==> src/shared/afh_regs.vh <==
// Constants for the host-side controller of the nine-bit async buffer.
// Assumes a 10 ns core clock; included by bare name from rtl files.
`ifndef AFH_REGS_VH
`define AFH_REGS_VH

// Register byte offsets
`define AFH_CTRL_OFS 8'h00
`define AFH_CMD_OFS 8'h04
`define AFH_WDATA_OFS 8'h08
`define AFH_RDATA_OFS 8'h0c
`define AFH_STATUS_OFS 8'h10

// Field positions
`define AFH_CTRL_DEPTH 0
`define AFH_CMD_POP 0
`define AFH_CMD_PLAYBACK 1
`define AFH_CMD_CLEAR 2
`define AFH_CMD_DROP_CLR 3
`define AFH_ST_BUSY 0
`define AFH_ST_EMPTY_N 1
`define AFH_ST_FULL_N 2
`define AFH_ST_HALF_N 3
`define AFH_ST_RVALID 4
`define AFH_ST_DROP 5
`define AFH_ST_DEPTH 6

// Reset values
`define AFH_CTRL_RST 1'h0
`define AFH_DATA_RST 9'h000

// Times in ns and derived cycle counts
`define AFH_CLK_NS 10
`define AFH_PULSE_NS 30
`define AFH_SETTLE_NS 30
`define AFH_PULSE_CYC ((`AFH_PULSE_NS + `AFH_CLK_NS - 1) / `AFH_CLK_NS)
`define AFH_SETTLE_CYC ((`AFH_SETTLE_NS + `AFH_CLK_NS - 1) / `AFH_CLK_NS)

`endif

==> src/rtl/afh_ctrl.v <==
// Host controller driving a nine-bit asynchronous buffer through its pins.
// Assumes pins synchronous to core_clk and a ring of up to two devices.
//
// Function
// Device stores nine-bit words in order.
// Clear cycle empties device, flags reset.
// Clear at power-up, strobes high around it.
// Device shows free room by full high.
// Push falling edge writes stable data; the device model stores in_data on the rising edge.
// Device raises empty after first write.
// Device drives half low past half.
// Device releases half back at half.
// Device drives full low on last write.
// Device discards writes while full.
// Device raises full after a read.
// Reads on empty device are discarded.
// Device floats outputs when idle or empty.
// Last read floats outputs until next write.
// Playback rewinds read pointer only.
// Strobes stay high during and after playback.
// Replayed reads advance, flags recomputed.
// Standalone: chain input low, lead high.
// Depth mode latched at clear, one lead.
// Device pulses chain output at last location.
// Host merges flags of chained devices.
// Depth mode has no half flag, playback.
// Pointers wrap; half pin is chain output.
`timescale 1ns/10ps
`include "afh_regs.vh"
`default_nettype none

module afh_ctrl (
  input wire core_clk,
  input wire rst,
  input wire ce,
  input wire [7:0] addr,
  input wire [31:0] wr_data,
  input wire wr_en,
  input wire rd_en,
  output reg [31:0] rd_data,
  output reg [8:0] in_data,
  output reg push_n,
  output reg pop_n,
  output reg clean_slate_n,
  output reg playback_n,
  output reg lead_device_n,
  output reg chain_in_n,
  output reg chain_in_oe,
  input wire [1:0] empty_ind_n,
  input wire [1:0] full_ind_n,
  input wire half_level_n,
  input wire [8:0] out_data
);

  localparam [5:0] ST_IDLE = 6'h01;
  localparam [5:0] ST_PUSH = 6'h02;
  localparam [5:0] ST_POP = 6'h04;
  localparam [5:0] ST_CLEAR = 6'h08;
  localparam [5:0] ST_PLAY = 6'h10;
  localparam [5:0] ST_SETTLE = 6'h20;
  // Counts reckoned as integers, then cut to the counter width
  localparam integer PULSE_INT = `AFH_PULSE_CYC;
  localparam integer SETTLE_INT = `AFH_SETTLE_CYC;
  localparam [2:0] PULSE_CYC = PULSE_INT[2:0];
  localparam [2:0] SETTLE_CYC = SETTLE_INT[2:0];

  // Composite active-low flag: in depth mode all chained devices must agree; standalone takes device 0 only
  function afh_merge;
    input [1:0] flags_n;
    input depth;
    begin
      afh_merge = depth ? (|flags_n) : flags_n[0];
    end
  endfunction

  reg [5:0] state;
  reg [2:0] cnt;
  reg depth_mode;
  reg depth_latched;
  reg pend_push;
  reg pend_pop;
  reg pend_play;
  reg pend_clear;
  reg [8:0] wbuf;
  reg [8:0] rword;
  reg rvalid;
  reg dropped;
  reg empty_n;
  reg full_n;
  reg half_n;
  wire busy;
  wire wr_ctrl;
  wire wr_cmd;
  wire wr_wdata;
  wire cmd_pop;
  wire cmd_play;
  wire cmd_clear;
  wire drop_req;
  wire drop_launch;
  wire last_cnt;

  assign busy = (state != ST_IDLE) | pend_push | pend_pop | pend_play |
    pend_clear;
  assign wr_ctrl = wr_en & (addr == `AFH_CTRL_OFS);
  assign wr_cmd = wr_en & (addr == `AFH_CMD_OFS);
  assign wr_wdata = wr_en & (addr == `AFH_WDATA_OFS);
  assign cmd_pop = wr_cmd & wr_data[`AFH_CMD_POP];
  assign cmd_play = wr_cmd & wr_data[`AFH_CMD_PLAYBACK];
  assign cmd_clear = wr_cmd & wr_data[`AFH_CMD_CLEAR];
  assign last_cnt = (cnt == 3'h1);
  // Push, pop or replay order arriving while one of its kind is pending is lost
  assign drop_req = (wr_wdata & pend_push) | (cmd_pop & pend_pop) |
    (cmd_play & pend_play);
  // Refusals at launch: push when full, pop when empty
  assign drop_launch = (state == ST_IDLE) & ~pend_clear & ~pend_play &
    ((pend_push & ~full_n) | (~pend_push & pend_pop & ~empty_n));

  // Flag sampling; half flag is held high in depth mode
  always @(posedge core_clk) begin
    if (rst) begin
      empty_n <= 1'h0;
      full_n <= 1'h1;
      half_n <= 1'h1;
    end else if (ce) begin
      empty_n <= afh_merge(empty_ind_n, depth_latched);
      full_n <= afh_merge(full_ind_n, depth_latched);
      half_n <= depth_latched ? 1'h1 : half_level_n;
    end
  end

  // Software registers and pending orders
  always @(posedge core_clk) begin
    if (rst) begin
      depth_mode <= `AFH_CTRL_RST;
      wbuf <= `AFH_DATA_RST;
      pend_push <= 1'h0;
      pend_pop <= 1'h0;
      pend_play <= 1'h0;
      pend_clear <= 1'h1;
      dropped <= 1'h0;
      rd_data <= 32'h00000000;
    end else if (ce) begin
      if (wr_ctrl) begin
        depth_mode <= wr_data[`AFH_CTRL_DEPTH];
      end
      if (wr_wdata & ~pend_push) begin
        wbuf <= wr_data[8:0];
        pend_push <= 1'h1;
      end else if (state == ST_IDLE & ~pend_clear & ~pend_play) begin
        if (pend_push) begin
          pend_push <= 1'h0;
        end
      end
      if (cmd_pop & ~pend_pop) begin
        pend_pop <= 1'h1;
      end else if (state == ST_IDLE & ~pend_clear & ~pend_play &
          ~pend_push) begin
        pend_pop <= 1'h0;
      end
      if (cmd_play & ~pend_play & ~depth_latched) begin
        pend_play <= 1'h1;
      end else if (state == ST_IDLE & ~pend_clear) begin
        pend_play <= 1'h0;
      end
      if (cmd_clear) begin
        pend_clear <= 1'h1;
      end else if (state == ST_IDLE) begin
        pend_clear <= 1'h0;
      end
      // Set wins over the clear in the same cycle
      if (drop_req | drop_launch | (cmd_play & depth_latched)) begin
        dropped <= 1'h1;
      end else if (wr_cmd & wr_data[`AFH_CMD_DROP_CLR]) begin
        dropped <= 1'h0;
      end
      // Read data stand in the cycle after the strobe only
      rd_data <= 32'h00000000;
      if (rd_en) begin
        case (addr)
          `AFH_CTRL_OFS: rd_data <= {31'h0, depth_mode};
          `AFH_RDATA_OFS: rd_data <= {23'h0, rword};
          `AFH_STATUS_OFS: rd_data <= {25'h0, depth_latched, dropped,
            rvalid, half_n, full_n, empty_n, busy};
          default: rd_data <= 32'h00000000;
        endcase
      end
    end
  end

  // Pin sequencer; strobes stay high outside their own pulse
  always @(posedge core_clk) begin
    if (rst) begin
      state <= ST_IDLE;
      cnt <= 3'h0;
      push_n <= 1'h1;
      pop_n <= 1'h1;
      clean_slate_n <= 1'h1;
      playback_n <= 1'h1;
      in_data <= `AFH_DATA_RST;
      rword <= `AFH_DATA_RST;
      rvalid <= 1'h0;
      depth_latched <= `AFH_CTRL_RST;
      lead_device_n <= 1'h1;
      chain_in_n <= 1'h0;
      chain_in_oe <= 1'h1;
    end else if (ce) begin
      if (rd_en & (addr == `AFH_RDATA_OFS)) begin
        rvalid <= 1'h0;
      end
      case (state)
        ST_IDLE: begin
          if (pend_clear) begin
            // Mode pins set up before the clear releases
            lead_device_n <= ~depth_mode;
            chain_in_n <= 1'h0;
            chain_in_oe <= ~depth_mode;
            clean_slate_n <= 1'h0;
            cnt <= PULSE_CYC;
            state <= ST_CLEAR;
          end else if (pend_play) begin
            playback_n <= 1'h0;
            cnt <= PULSE_CYC;
            state <= ST_PLAY;
          end else if (pend_push & full_n) begin
            in_data <= wbuf;
            push_n <= 1'h0;
            cnt <= PULSE_CYC;
            state <= ST_PUSH;
          end else if (~pend_push & pend_pop & empty_n) begin
            pop_n <= 1'h0;
            cnt <= PULSE_CYC;
            state <= ST_POP;
          end
        end
        ST_PUSH: begin
          cnt <= cnt - 3'h1;
          if (last_cnt) begin
            push_n <= 1'h1;
            cnt <= SETTLE_CYC;
            state <= ST_SETTLE;
          end
        end
        ST_POP: begin
          cnt <= cnt - 3'h1;
          if (last_cnt) begin
            rword <= out_data;
            rvalid <= 1'h1;
            pop_n <= 1'h1;
            cnt <= SETTLE_CYC;
            state <= ST_SETTLE;
          end
        end
        ST_CLEAR: begin
          cnt <= cnt - 3'h1;
          if (last_cnt) begin
            clean_slate_n <= 1'h1;
            depth_latched <= depth_mode;
            rvalid <= 1'h0;
            cnt <= SETTLE_CYC;
            state <= ST_SETTLE;
          end
        end
        ST_PLAY: begin
          cnt <= cnt - 3'h1;
          if (last_cnt) begin
            playback_n <= 1'h1;
            cnt <= SETTLE_CYC;
            state <= ST_SETTLE;
          end
        end
        ST_SETTLE: begin
          // Strobes held high so flags settle before the next launch
          cnt <= cnt - 3'h1;
          if (last_cnt) begin
            state <= ST_IDLE;
          end
        end
        default: begin
          state <= ST_IDLE;
        end
      endcase
    end
  end

endmodule

`default_nettype wire

==> config.mk <==
export PLATFORM = sky130hd
export DESIGN_NAME = afh_ctrl
export DESIGN_NICKNAME = d
export VERILOG_FILES = /design/src/rtl/afh_ctrl.v
export VERILOG_INCLUDE_DIRS = /design/src /design/src/shared
export SDC_FILE = /design/constraint.sdc
export NUM_CORES = 1
export LEC_CHECK = 0
export BUFFER_PORTS_ARGS = -buffer_cell sky130_fd_sc_hd__buf_2
export CORE_MARGIN = 4
export CORE_UTILIZATION = 30
export DETAILED_ROUTE_END_ITERATION = 8
export GPL_TIMING_DRIVEN = 0
export PLACE_DENSITY_LB_ADDON = 0.15
export SLEW_MARGIN = 30
export SYNTH_ARGS = -nofsm -noshare
export SYNTH_HDL_FRONTEND = slang
export SYNTH_SLANG_ARGS = --single-unit
==> constraint.sdc <==
create_clock -name core_clk -period 2.1 [get_ports core_clk]
set_input_delay 0.315 -clock core_clk [delete_from_list [all_inputs] [get_ports core_clk]]
set_output_delay 0.315 -clock core_clk [all_outputs]
set_load 0.005 [all_outputs]
Word level (Yosys, flattened, before mapping)
Cells that the tools add are included.

storage, ports and cells
  register bits = 84
  bits of input ports = 59
  output and inout port bits = 48
  logic and storage cells = 169

operators by class
  add/subtract/negate cells = 1
  eq/ne operators = 26
  multiplexer cells = 47
  bitwise operators = 42
  reductions and logical operators = 31

operators by type and width
  operator            number
  $mux 6              6
  $mux 1              27
  $pmux 9 s3          1
  $and 1x1->1         25
  $ne 2x2->1 const B  10
  $pmux 6 s3          1
  $reduce_bool 2->1   9
  $eq 8x4->1 const B  2
  $mux 3              5
  $reduce_and 2->1    7
  $reduce_and 3->1    4
  $pmux 1 s2          5
  $reduce_and 5->1    2
  $mux 9              1
  $or 1x1->1          9
  $pmux 3 s3          1
  $eq 8x3->1 const B  1
  $eq 8x5->1 const B  1
  $logic_not 8->1     1
  $not 1->1           8
  $reduce_and 4->1    2
  $reduce_and 7->1    1
  $eq 6x1->1 const B  1
  $eq 6x2->1 const B  1
  13 further kinds    16

Longest topological paths before layout
Gate-level depths: netlist (run 1).

  depth in word-level cells = 10
  gate-level depth with buffers = 8
  gate-level depth less buffers = 7

Least setup slack after synthesis (run 1)
OpenSTA, ideal clock, no wires.

  path type = register to register
  start point = register cnt[0]
  end point = register rword[6]
  setup time = 0.128 ns
  data arrival time = 1.579 ns
  required time = 1.972 ns
  setup slack = 0.394 ns
  stages on the path, launching flop included = 8
  buffers on the path = 1
  period minus slack after synthesis = 1.706 ns
  path through = dfxtp_1 > ha_1 > nor2b_1 > nand4_1 > or3b_1 > buf_6 > mux2i_1 > nor2_1

between the ends
  longest elaborated chain between the ends = 2

ends and longest elaborated chain
  element                            RTL line        text
  start: declaration                 afh_ctrl.v:77   reg [2:0] cnt;
  start signal: assignment           afh_ctrl.v:236  cnt <= cnt - 3'h1;
  start signal: assignment           afh_ctrl.v:244  cnt <= cnt - 3'h1;
  start signal: assignment           afh_ctrl.v:254  cnt <= cnt - 3'h1;
  $eq 3x1->1                         afh_ctrl.v:110  assign last_cnt = (cnt == 3'h1);
  $reduce_and 3->1 (no source line)  n/a
  end signal: assignment             afh_ctrl.v:200  rword <= `AFH_DATA_RST;
  end signal: assignment             afh_ctrl.v:246  rword <= out_data;
  end: declaration                   afh_ctrl.v:85   reg [8:0] rword;

No other way between the ends.
A chain may end at the register's enable or synchronous reset.

Worst setup path after layout (run 1)
  start point = register cnt[1]
  end point = register rword[2]

The elaborated chain is that of the path after synthesis.

==> flow_summary.ini, run 1 <==
[die]
ioPinCount = 107
dieWidth_um = 108
die_area_mm2 = 0.0117
start_util = 0.309
die_y_um = 108
fp-row-count = 36
coreArea_mm2 = 0.00977

[worst_setup_path]
path_cells = inv_1 > ha_1 > nor2b_2 > nand4_1 > or3b_1 > buf_6 > mux2i_1 > nor2_1
critPathKind = reg2reg
endpoint_kind = flip-flop
cpMaxStageDelayCell = or3b_1
start_kind = flip-flop
critPathRequiredTime_ns = 2.30
max_stage_delay_ns = 0.42
critPathArrivalTime_ns = 2.09
cp_max_fo = 10

[synthesis]
ys.warnings.count = 0
synth_area_per_cell_um2 = 9.04
syn_area_mm2 = 0.00302
ys_ff_latch = 61
ys_types = 58
synth_ff_type = dfxtp_1
async_flop_share = 0
synth_cells = 334
yosysSeqAreaShare = 0.404
synth_edf_count = 0

[global_routing]
grt.total_usage = 0.141
antenna_found_initial = 0
grt_max_degree = 11
grt_pass1_wl_um = 12700
grt_pass1_vias = 2547
grt_overflow_total = 0

[worst_hold_path]
hp-class = in2reg

[route]
firstDrtPassIters = 4
ant_nets = 0
routed_via_density = 4.64
drtIter0Drc = 115
wl_per_cell_um = 14.2
routed_wl_um = 7990
vias = 2602
drc = 0

[finish]
num-fill-cells = 1038
area_growth_pct = 24.2
fin_cells = 561
diodes = 0
drive_gt1_frac = 0.276
layout.nets = 487
post-route-util = 0.384
final_cell_mix = buf_2, dfxtp_1, nor2_1

[power]
max-vdd-ir-drop_uv = 363
finalPower_mw = 2.60
p_per_area_mw_per_mm2 = 693
p_leak_nw = 1.68

[sta]
rsz0062_at_grt = false
worstMarginPinSlew_ns = 0.635
holdWs_ns = 0.209
skew_ns = 0.00762
hold_viol_final = 0
setup_violations = 0
setup_tns_ns = 0
fin_crit_sh = 0.899
drv_slew = 0
layout_min_cycle_time_ns = 1.89
max_slew_margin = 0.576
max_freq_mhz = 530

[clock_network]
cts_hold_buf = 0
htreeDepth = 3
post_cts_buffers = 0
cts_resized = 0
cts_root_buffer = clkbuf_8
clock_latency_ns = 0.34
cts_tree = yes
clk_pin_slew_worst_paths_ns = 0.07
clockBufferDepth = 2
cts.sinks = 61
cts_buffers = 9

[placement]
dp_hpwl_um = 6000
gp_congestion = 0.770
dpl.cell_count = 548
io_buffer_count = 58

[outcome]
status = complete, no violations

[job]
drv_cap = 0
## critical path: cells and delay by family, from the launching register on
family                   cells  cell delay [ns]
flip-flops                   1             0.31
AND/OR/NAND/NOR              4             0.88
buffers and inverters        2             0.26
multiplexers                 1             0.15
adder cells (fa/ha/maj)      1             0.14
## per-stage QoR
step           instance area (µm²)  setup slack, ns
3_3_place_gp                  3560            0.116
3_5_place_dp                  3560           0.0731
6_report                      3750            0.213
4_1_cts                       3750           0.0524
2_1_floorplan                 3110            0.394
5_1_grt                       3750           0.0230
## cells in the mapped netlist (2+ instances only)
library cell  number  area (µm²)
nand4_1            6        37.5
and4_1             3        26.3
nand3_1            4        20.0
nand2_1            7        26.3
a221oi_1           2        17.5
o21ai_0            8        40.0
or2_1              2        12.5
mux2i_1           29         290
o21ai_1            8        40.0
inv_1              9        33.8
a22oi_1            9        67.6
nor2_1            48         180
nor4b_2            2        30.0
clkbuf_1          10        37.5
buf_6              4        45.0
nor4_1             3        18.8
nand2b_1           4        25.0
or3b_1             2        17.5
ha_1               2        25.0
a31oi_1            2        12.5
a21oi_1           15        75.1
and3_1             3        18.8
buf_4             27         203
nor4b_1            2        17.5
nor3_2             3        30.0
dfxtp_1           61        1220
a211o_1            4        35.0
a211oi_1           3        22.5
a2bb2oi_1          6        52.6
nand4b_1           2        17.5
xor2_1             2        17.5
nor2b_1            5        31.3
buf_2              3        15.0
and2_1             3        18.8
nor3_1             7        35.0
o31a_1             2        17.5
## kinds of logic after synthesis
logic type | Yosys count | share of synthesized area
fa+ha+maj | 2 | 0.00828
mux | 29 | 0.0961
xor+xnor | 2 | 0.00580
flops | 61 | 0.404
compound gates | 72 | 0.163
simple gates | 114 | 0.210
buf+inv | 53 | 0.111
other cells | 1 | 0.00124
## final cells by class
cell class	count	area (µm²)	share of cell area
Buffer	44	300	0.0800
Clock buffer	11	151	0.0403
Clock inverter	2	35.0	0.00934
Inverter	9	33.8	0.00900
Multi-Input combinational cell	243	1550	0.414
Sequential cell	61	1220	0.325
Tap cell	133	166	0.0443
Timing Repair Buffer	58	290	0.0774
## per-layer routing
metal  GRT usage  vias up  wire [µm]
met5           0        -          0
met3      0.0364       10        449
met4      0.0577        0        106
li1            -     1328          -
met2       0.224       71       3730
met1       0.182     1193       3700
## registers in the layout, indices dropped and copies added, names as in the netlist
signal / count
chain_in_oe: 1
clean_slate_n: 1
cnt: 3
depth_latched: 1
depth_mode: 1
dropped: 1
empty_n: 1
full_n: 1
half_n: 1
in_data: 9
pend_clear: 1
pend_play: 1
pend_pop: 1
pend_push: 1
playback_n: 1
pop_n: 1
push_n: 1
rd_data: 9
rvalid: 1
rword: 9
state: 6
wbuf: 9
## worst paths after layout
check                    from  cells past startpoint  slack, ns         end
setup / recovery       cnt[1]                      8       0.21    rword[2]
hold / removal    out_data[1]                      3       0.21    rword[1]
setup reg to reg       cnt[1]                      8       0.21    rword[2]
hold reg to reg    rd_data[0]                      2       0.48  rd_data[0]
## where the power goes
part	internal, mW	switching, mW
Sequential	1.18	0.0216
Clock	0.591	0.443
Combinational	0.154	0.208
Note: power is estimated with default switching activity, not from simulation.
==> run 2, diff against run 1 <==
--- a/config.mk
+++ b/config.mk
@@ -7,7 +7,6 @@
 export NUM_CORES = 1
 export LEC_CHECK = 0
 export BUFFER_PORTS_ARGS = -buffer_cell sky130_fd_sc_hd__buf_2
-export CORE_MARGIN = 4
 export CORE_UTILIZATION = 30
 export DETAILED_ROUTE_END_ITERATION = 8
 export GPL_TIMING_DRIVEN = 0
==> run 2 against run 1 <==
  * Final cell count is 0.36% higher
  * Routed wire length is 4.5% lower
  * Core utilization is 0.13 points higher
  * Register-to-register slack hardly changed
  * Largest cell class unchanged
  * Largest power group unchanged
==> flow_summary.ini, run 2 (synthesized netlist as in run 1, its figures left out) <==
[power]
combPwrFrac = 0.137
p_per_area_mw_per_mm2 = 695
p_leak_nw = 1.69
finalPower_mw = 2.61
max-vdd-ir-drop_uv = 342
internal_power_mw = 1.94
sw_frac_of_total = 0.259
p_seq_frac = 0.461
netSwitchingPower_uw = 676
pwr-share-clk = 0.402

[worst_setup_path]
critPathRequiredTime_ns = 2.30
cpMaxStageDelayCell = or3b_1
max_stage_delay_ns = 0.41
endpoint_kind = flip-flop
cp_max_fo = 10
critPathKind = reg2reg
path_cells = ha_1 > nor2b_2 > nand4_1 > or3b_1 > buf_6 > mux2i_1 > nor2_1
critPathArrivalTime_ns = 2.09
start_kind = flip-flop

[die]
die_area_mm2 = 0.0105
coreArea_mm2 = 0.00977
die_y_um = 102
fp-row-count = 36
start_util = 0.309
dieWidth_um = 102
ioPinCount = 107

[sta]
setup_ws_ns = 0.209
holdWs_ns = 0.208
skew_ns = 0.0112
setup_violations = 0
drv_slew = 0
fin_crit_sh = 0.901
max_freq_mhz = 529
worstMarginPinSlew_ns = 0.603
hold_viol_final = 0
rsz0062_at_grt = false
max_slew_margin = 0.598
layout_min_cycle_time_ns = 1.89
setup_tns_ns = 0

[clock_network]
clockBufferDepth = 2
cts.sinks = 61
cts_root_buffer = clkbuf_8
cts_tree = yes
cts_buffers = 9
clock_latency_ns = 0.34
cts_hold_buf = 0
htreeDepth = 3
clk_pin_slew_worst_paths_ns = 0.07

[global_routing]
grt_max_degree = 11
grt_pass1_wl_um = 12400
grt_pass1_vias = 2456
grtUsageMet1 = 0.209
grt.total_usage = 0.158
met2_usage = 0.249
top_usage_layer = met2
grt_use_met3 = 0.0438
grt_overflow_total = 0
antenna_found_initial = 0

[finish]
num-fill-cells = 1051
regArea_mm2 = 0.00122
multi_input_area_mm2 = 0.00155
layout.nets = 487
drive_gt1_frac = 0.279
final_cell_mix = buf_2, dfxtp_1, nor2_1
fin_cells = 563
area_growth_pct = 24.6
diodes = 0

[placement]
pre_cts_slack_ns = 0.116
dp_hpwl_um = 5640
io_buffer_count = 58
dpl.cell_count = 548
gp_congestion = 0.776

[route]
routed_via_density = 4.70
wl_per_cell_um = 13.5
vias = 2648
drc = 0
routed_wl_um = 7630
firstDrtPassIters = 4
drtIter0Drc = 113
ant_nets = 0

[outcome]
status = complete, no violations

[worst_hold_path]
hp-class = in2reg

[job]
drv_cap = 0
## run 2: cell count changes in the layout (fill, tap and decap cells not counted), sizes merged
cell / change
clkinv: +1
clkinvlp: +1
## run 2: final cells by class
class | count | share of cell area
Buffer | 44 | 0.0798
Clock buffer | 11 | 0.0402
Clock inverter | 4 | 0.0126
Inverter | 9 | 0.00897
Multi-Input combinational cell | 243 | 0.413
Sequential cell | 61 | 0.324
Tap cell | 133 | 0.0442
Timing Repair Buffer | 58 | 0.0771
## run 2: stage by stage
step           utilization  cell area (µm²)
2_1_floorplan            -             3110
3_3_place_gp         0.365             3560
3_5_place_dp         0.365             3560
4_1_cts              0.385             3760
5_1_grt              0.385             3760
6_report             0.385             3760
## run 2: layer usage
layer	share of wire	vias to the layer above
met2	0.45	79
met1	0.48	1231
met5	0	-
li1	-	1328
met3	0.057	10
met4	0.012	0
## run 2: power groups by stage
| stage | registers (mW) | clock network, mW | logic (mW) |
|---|---|---|---|
| 2_1_floorplan | 1.23 | 0 | 0.248 |
| 3_3_place_gp | 1.23 | 0 | 0.353 |
| 3_5_place_dp | 1.23 | 0 | 0.357 |
| 4_1_cts | 1.21 | 1.08 | 0.358 |
| 5_1_grt | 1.21 | 1.14 | 0.406 |
| 6_report | 1.21 | 1.05 | 0.359 |
## run 2: critical path, delay by kind of cell, from the launching register on
| kind | cells | cell delay [ns] |
|---|---|---|
| buffers and inverters | 1 | 0.18 |
| AND/OR/NAND/NOR | 4 | 0.88 |
| adder cells (fa/ha/maj) | 1 | 0.15 |
| flip-flops | 1 | 0.38 |
| multiplexers | 1 | 0.16 |
## run 2: timing repair
action                     in CTS  in global routing
setup buffers                   0                  0
setup endpoints to repair       0                  9
resized for setup               0                  1
## run 2: path summary, 6_finish.rpt
check	slack (ns)	from	depth (start not counted)	to
setup / recovery	0.21	cnt[0]	7	rword[2]
setup reg to reg	0.21	cnt[0]	7	rword[2]
hold reg to reg	0.48	rd_data[0]	2	rd_data[0]
hold / removal	0.21	out_data[3]	3	rword[3]
==> run 3, diff against run 2 <==
--- a/config.mk
+++ b/config.mk
@@ -11,6 +11,7 @@
 export DETAILED_ROUTE_END_ITERATION = 8
 export GPL_TIMING_DRIVEN = 0
 export PLACE_DENSITY_LB_ADDON = 0.15
+export SKIP_LAST_GASP = 1
 export SLEW_MARGIN = 30
 export SYNTH_ARGS = -nofsm -noshare
 export SYNTH_HDL_FRONTEND = slang
==> constraint.sdc (replaced) <==
create_clock -name core_clk -period 1.98 [get_ports core_clk]
set_input_delay 0.297 -clock core_clk [delete_from_list [all_inputs] [get_ports core_clk]]
set_output_delay 0.297 -clock core_clk [all_outputs]
set_load 0.005 [all_outputs]
==> run 3 against run 2 <==
  * Fmax grew 3.7%
  * Die area stayed put
  * Sequential power up 6%
  * Via count unchanged
  * Critical path type unchanged
  * Global-route usage is the same
  * Hold slack got worse by 0.018 ns
==> flow_summary.ini, run 3 (synthesized netlist as in run 1, its figures left out) <==
[outcome]
status = complete, no violations

[clock_network]
cts_root_buffer = clkbuf_8
post_cts_buffers = 0
clk_pin_slew_worst_paths_ns = 0.07
htreeDepth = 3
clockBufferDepth = 2
cts_buffers = 9
clock_latency_ns = 0.34
cts.sinks = 61
cts_hold_buf = 0
cts_tree = yes

[power]
finalPower_mw = 2.78
p_seq_frac = 0.461
p_per_area_mw_per_mm2 = 736
sw_frac_of_total = 0.258
combPwrFrac = 0.138
max-vdd-ir-drop_uv = 362
netSwitchingPower_uw = 718
pwr-share-clk = 0.401
p_leak_nw = 1.69
internal_power_mw = 2.06

[sta]
hold_viol_final = 0
skew_ns = 0.0112
fin_crit_sh = 0.921
max_freq_mhz = 548
rsz0062_at_grt = false
setup_ws_ns = 0.157
layout_min_cycle_time_ns = 1.82
setup_tns_ns = 0
drv_slew = 0
max_slew_margin = 0.598
worstMarginPinSlew_ns = 0.603
holdWs_ns = 0.190
setup_violations = 0

[finish]
layout.nets = 487
final_cell_mix = buf_2, dfxtp_1, nor2_1
post-route-util = 0.386
diodes = 0
fin_cells = 563
multi_input_area_mm2 = 0.00156
num-fill-cells = 1050
regArea_mm2 = 0.00122
area_growth_pct = 24.8
final_area_mm2 = 0.00377
drive_gt1_frac = 0.279

[route]
ant_nets = 0
drtIter0Drc = 113
vias = 2648
wl_per_cell_um = 13.5
routed_via_density = 4.70
drc = 0
firstDrtPassIters = 4
routed_wl_um = 7630

[worst_setup_path]
start_kind = flip-flop
critPathArrivalTime_ns = 2.02
endpoint_kind = flip-flop
cp_max_fo = 10
critPathKind = reg2reg
critPathRequiredTime_ns = 2.18

[global_routing]
grt_max_degree = 11
grt_pass1_vias = 2456
antenna_found_initial = 0
grt_overflow_total = 0
grt_pass1_wl_um = 12400
grt.total_usage = 0.158

[die]
coreArea_mm2 = 0.00977
fp-row-count = 36
die_area_mm2 = 0.0105
dieWidth_um = 102
die_y_um = 102
ioPinCount = 107
start_util = 0.309

[placement]
dp_hpwl_um = 5640
gp_congestion = 0.776
pre_cts_slack_ns = -0.00437
dpl.cell_count = 548
io_buffer_count = 58
dpl_cell_area_mm2 = 0.00356

[worst_hold_path]
hp-class = in2reg

[job]
drv_cap = 0
[run 3: changes by cell type in the layout (fill, tap and decap cells not counted)]
| cell | before | now |
|---|---|---|
| nor2b_2 | 1 | 0 |
| nor2b_4 | 0 | 1 |
[run 3: worst max-delay path, stage by stage, from the launching register on]
cell and delay (ns):
dfxtp_1 0.38, ha_1 0.16, nor2b_4 0.19, nand4_1 0.15, or3b_1 0.41, buf_6 0.18, mux2i_1 0.16, nor2_1 0.05
[run 3: worst paths after layout]
kind	from	endpoint	slack, ns	cells after the start
setup / recovery	cnt[0]	rword[2]	0.16	7
hold / removal	out_data[3]	rword[3]	0.19	3
setup reg to reg	cnt[0]	rword[2]	0.16	7
hold reg to reg	rd_data[0]	rd_data[0]	0.48	2
[run 3: per-layer routing]
layer / GRT usage / part of all wire
met3: 0.0438 / 0.057
met4: 0.0527 / 0.012
met1: 0.209 / 0.48
met2: 0.249 / 0.45
met5: 0 / 0
[run 3: what timing repair did]
action,in CTS,in global routing
pin swaps,0,0
endpoints found under the setup margin,9,9
resized for setup,1,1
[run 3: power by group through the flow]
stage	Sequential, mW	Combinational (mW)	Clock [mW]
after global routing	1.28	0.434	1.21
after detailed placement	1.31	0.378	0
after global placement	1.31	0.374	0
after CTS	1.28	0.381	1.15
final	1.28	0.383	1.11
after floorplan	1.30	0.263	0
[run 3: area by class of cell]
type	instances	share of cell area
Tap cell	133	0.0441
Sequential cell	61	0.324
Multi-Input combinational cell	243	0.414
Clock inverter	4	0.0126
Clock buffer	11	0.0402
Buffer	44	0.0797
Timing Repair Buffer	58	0.0770
Inverter	9	0.00896
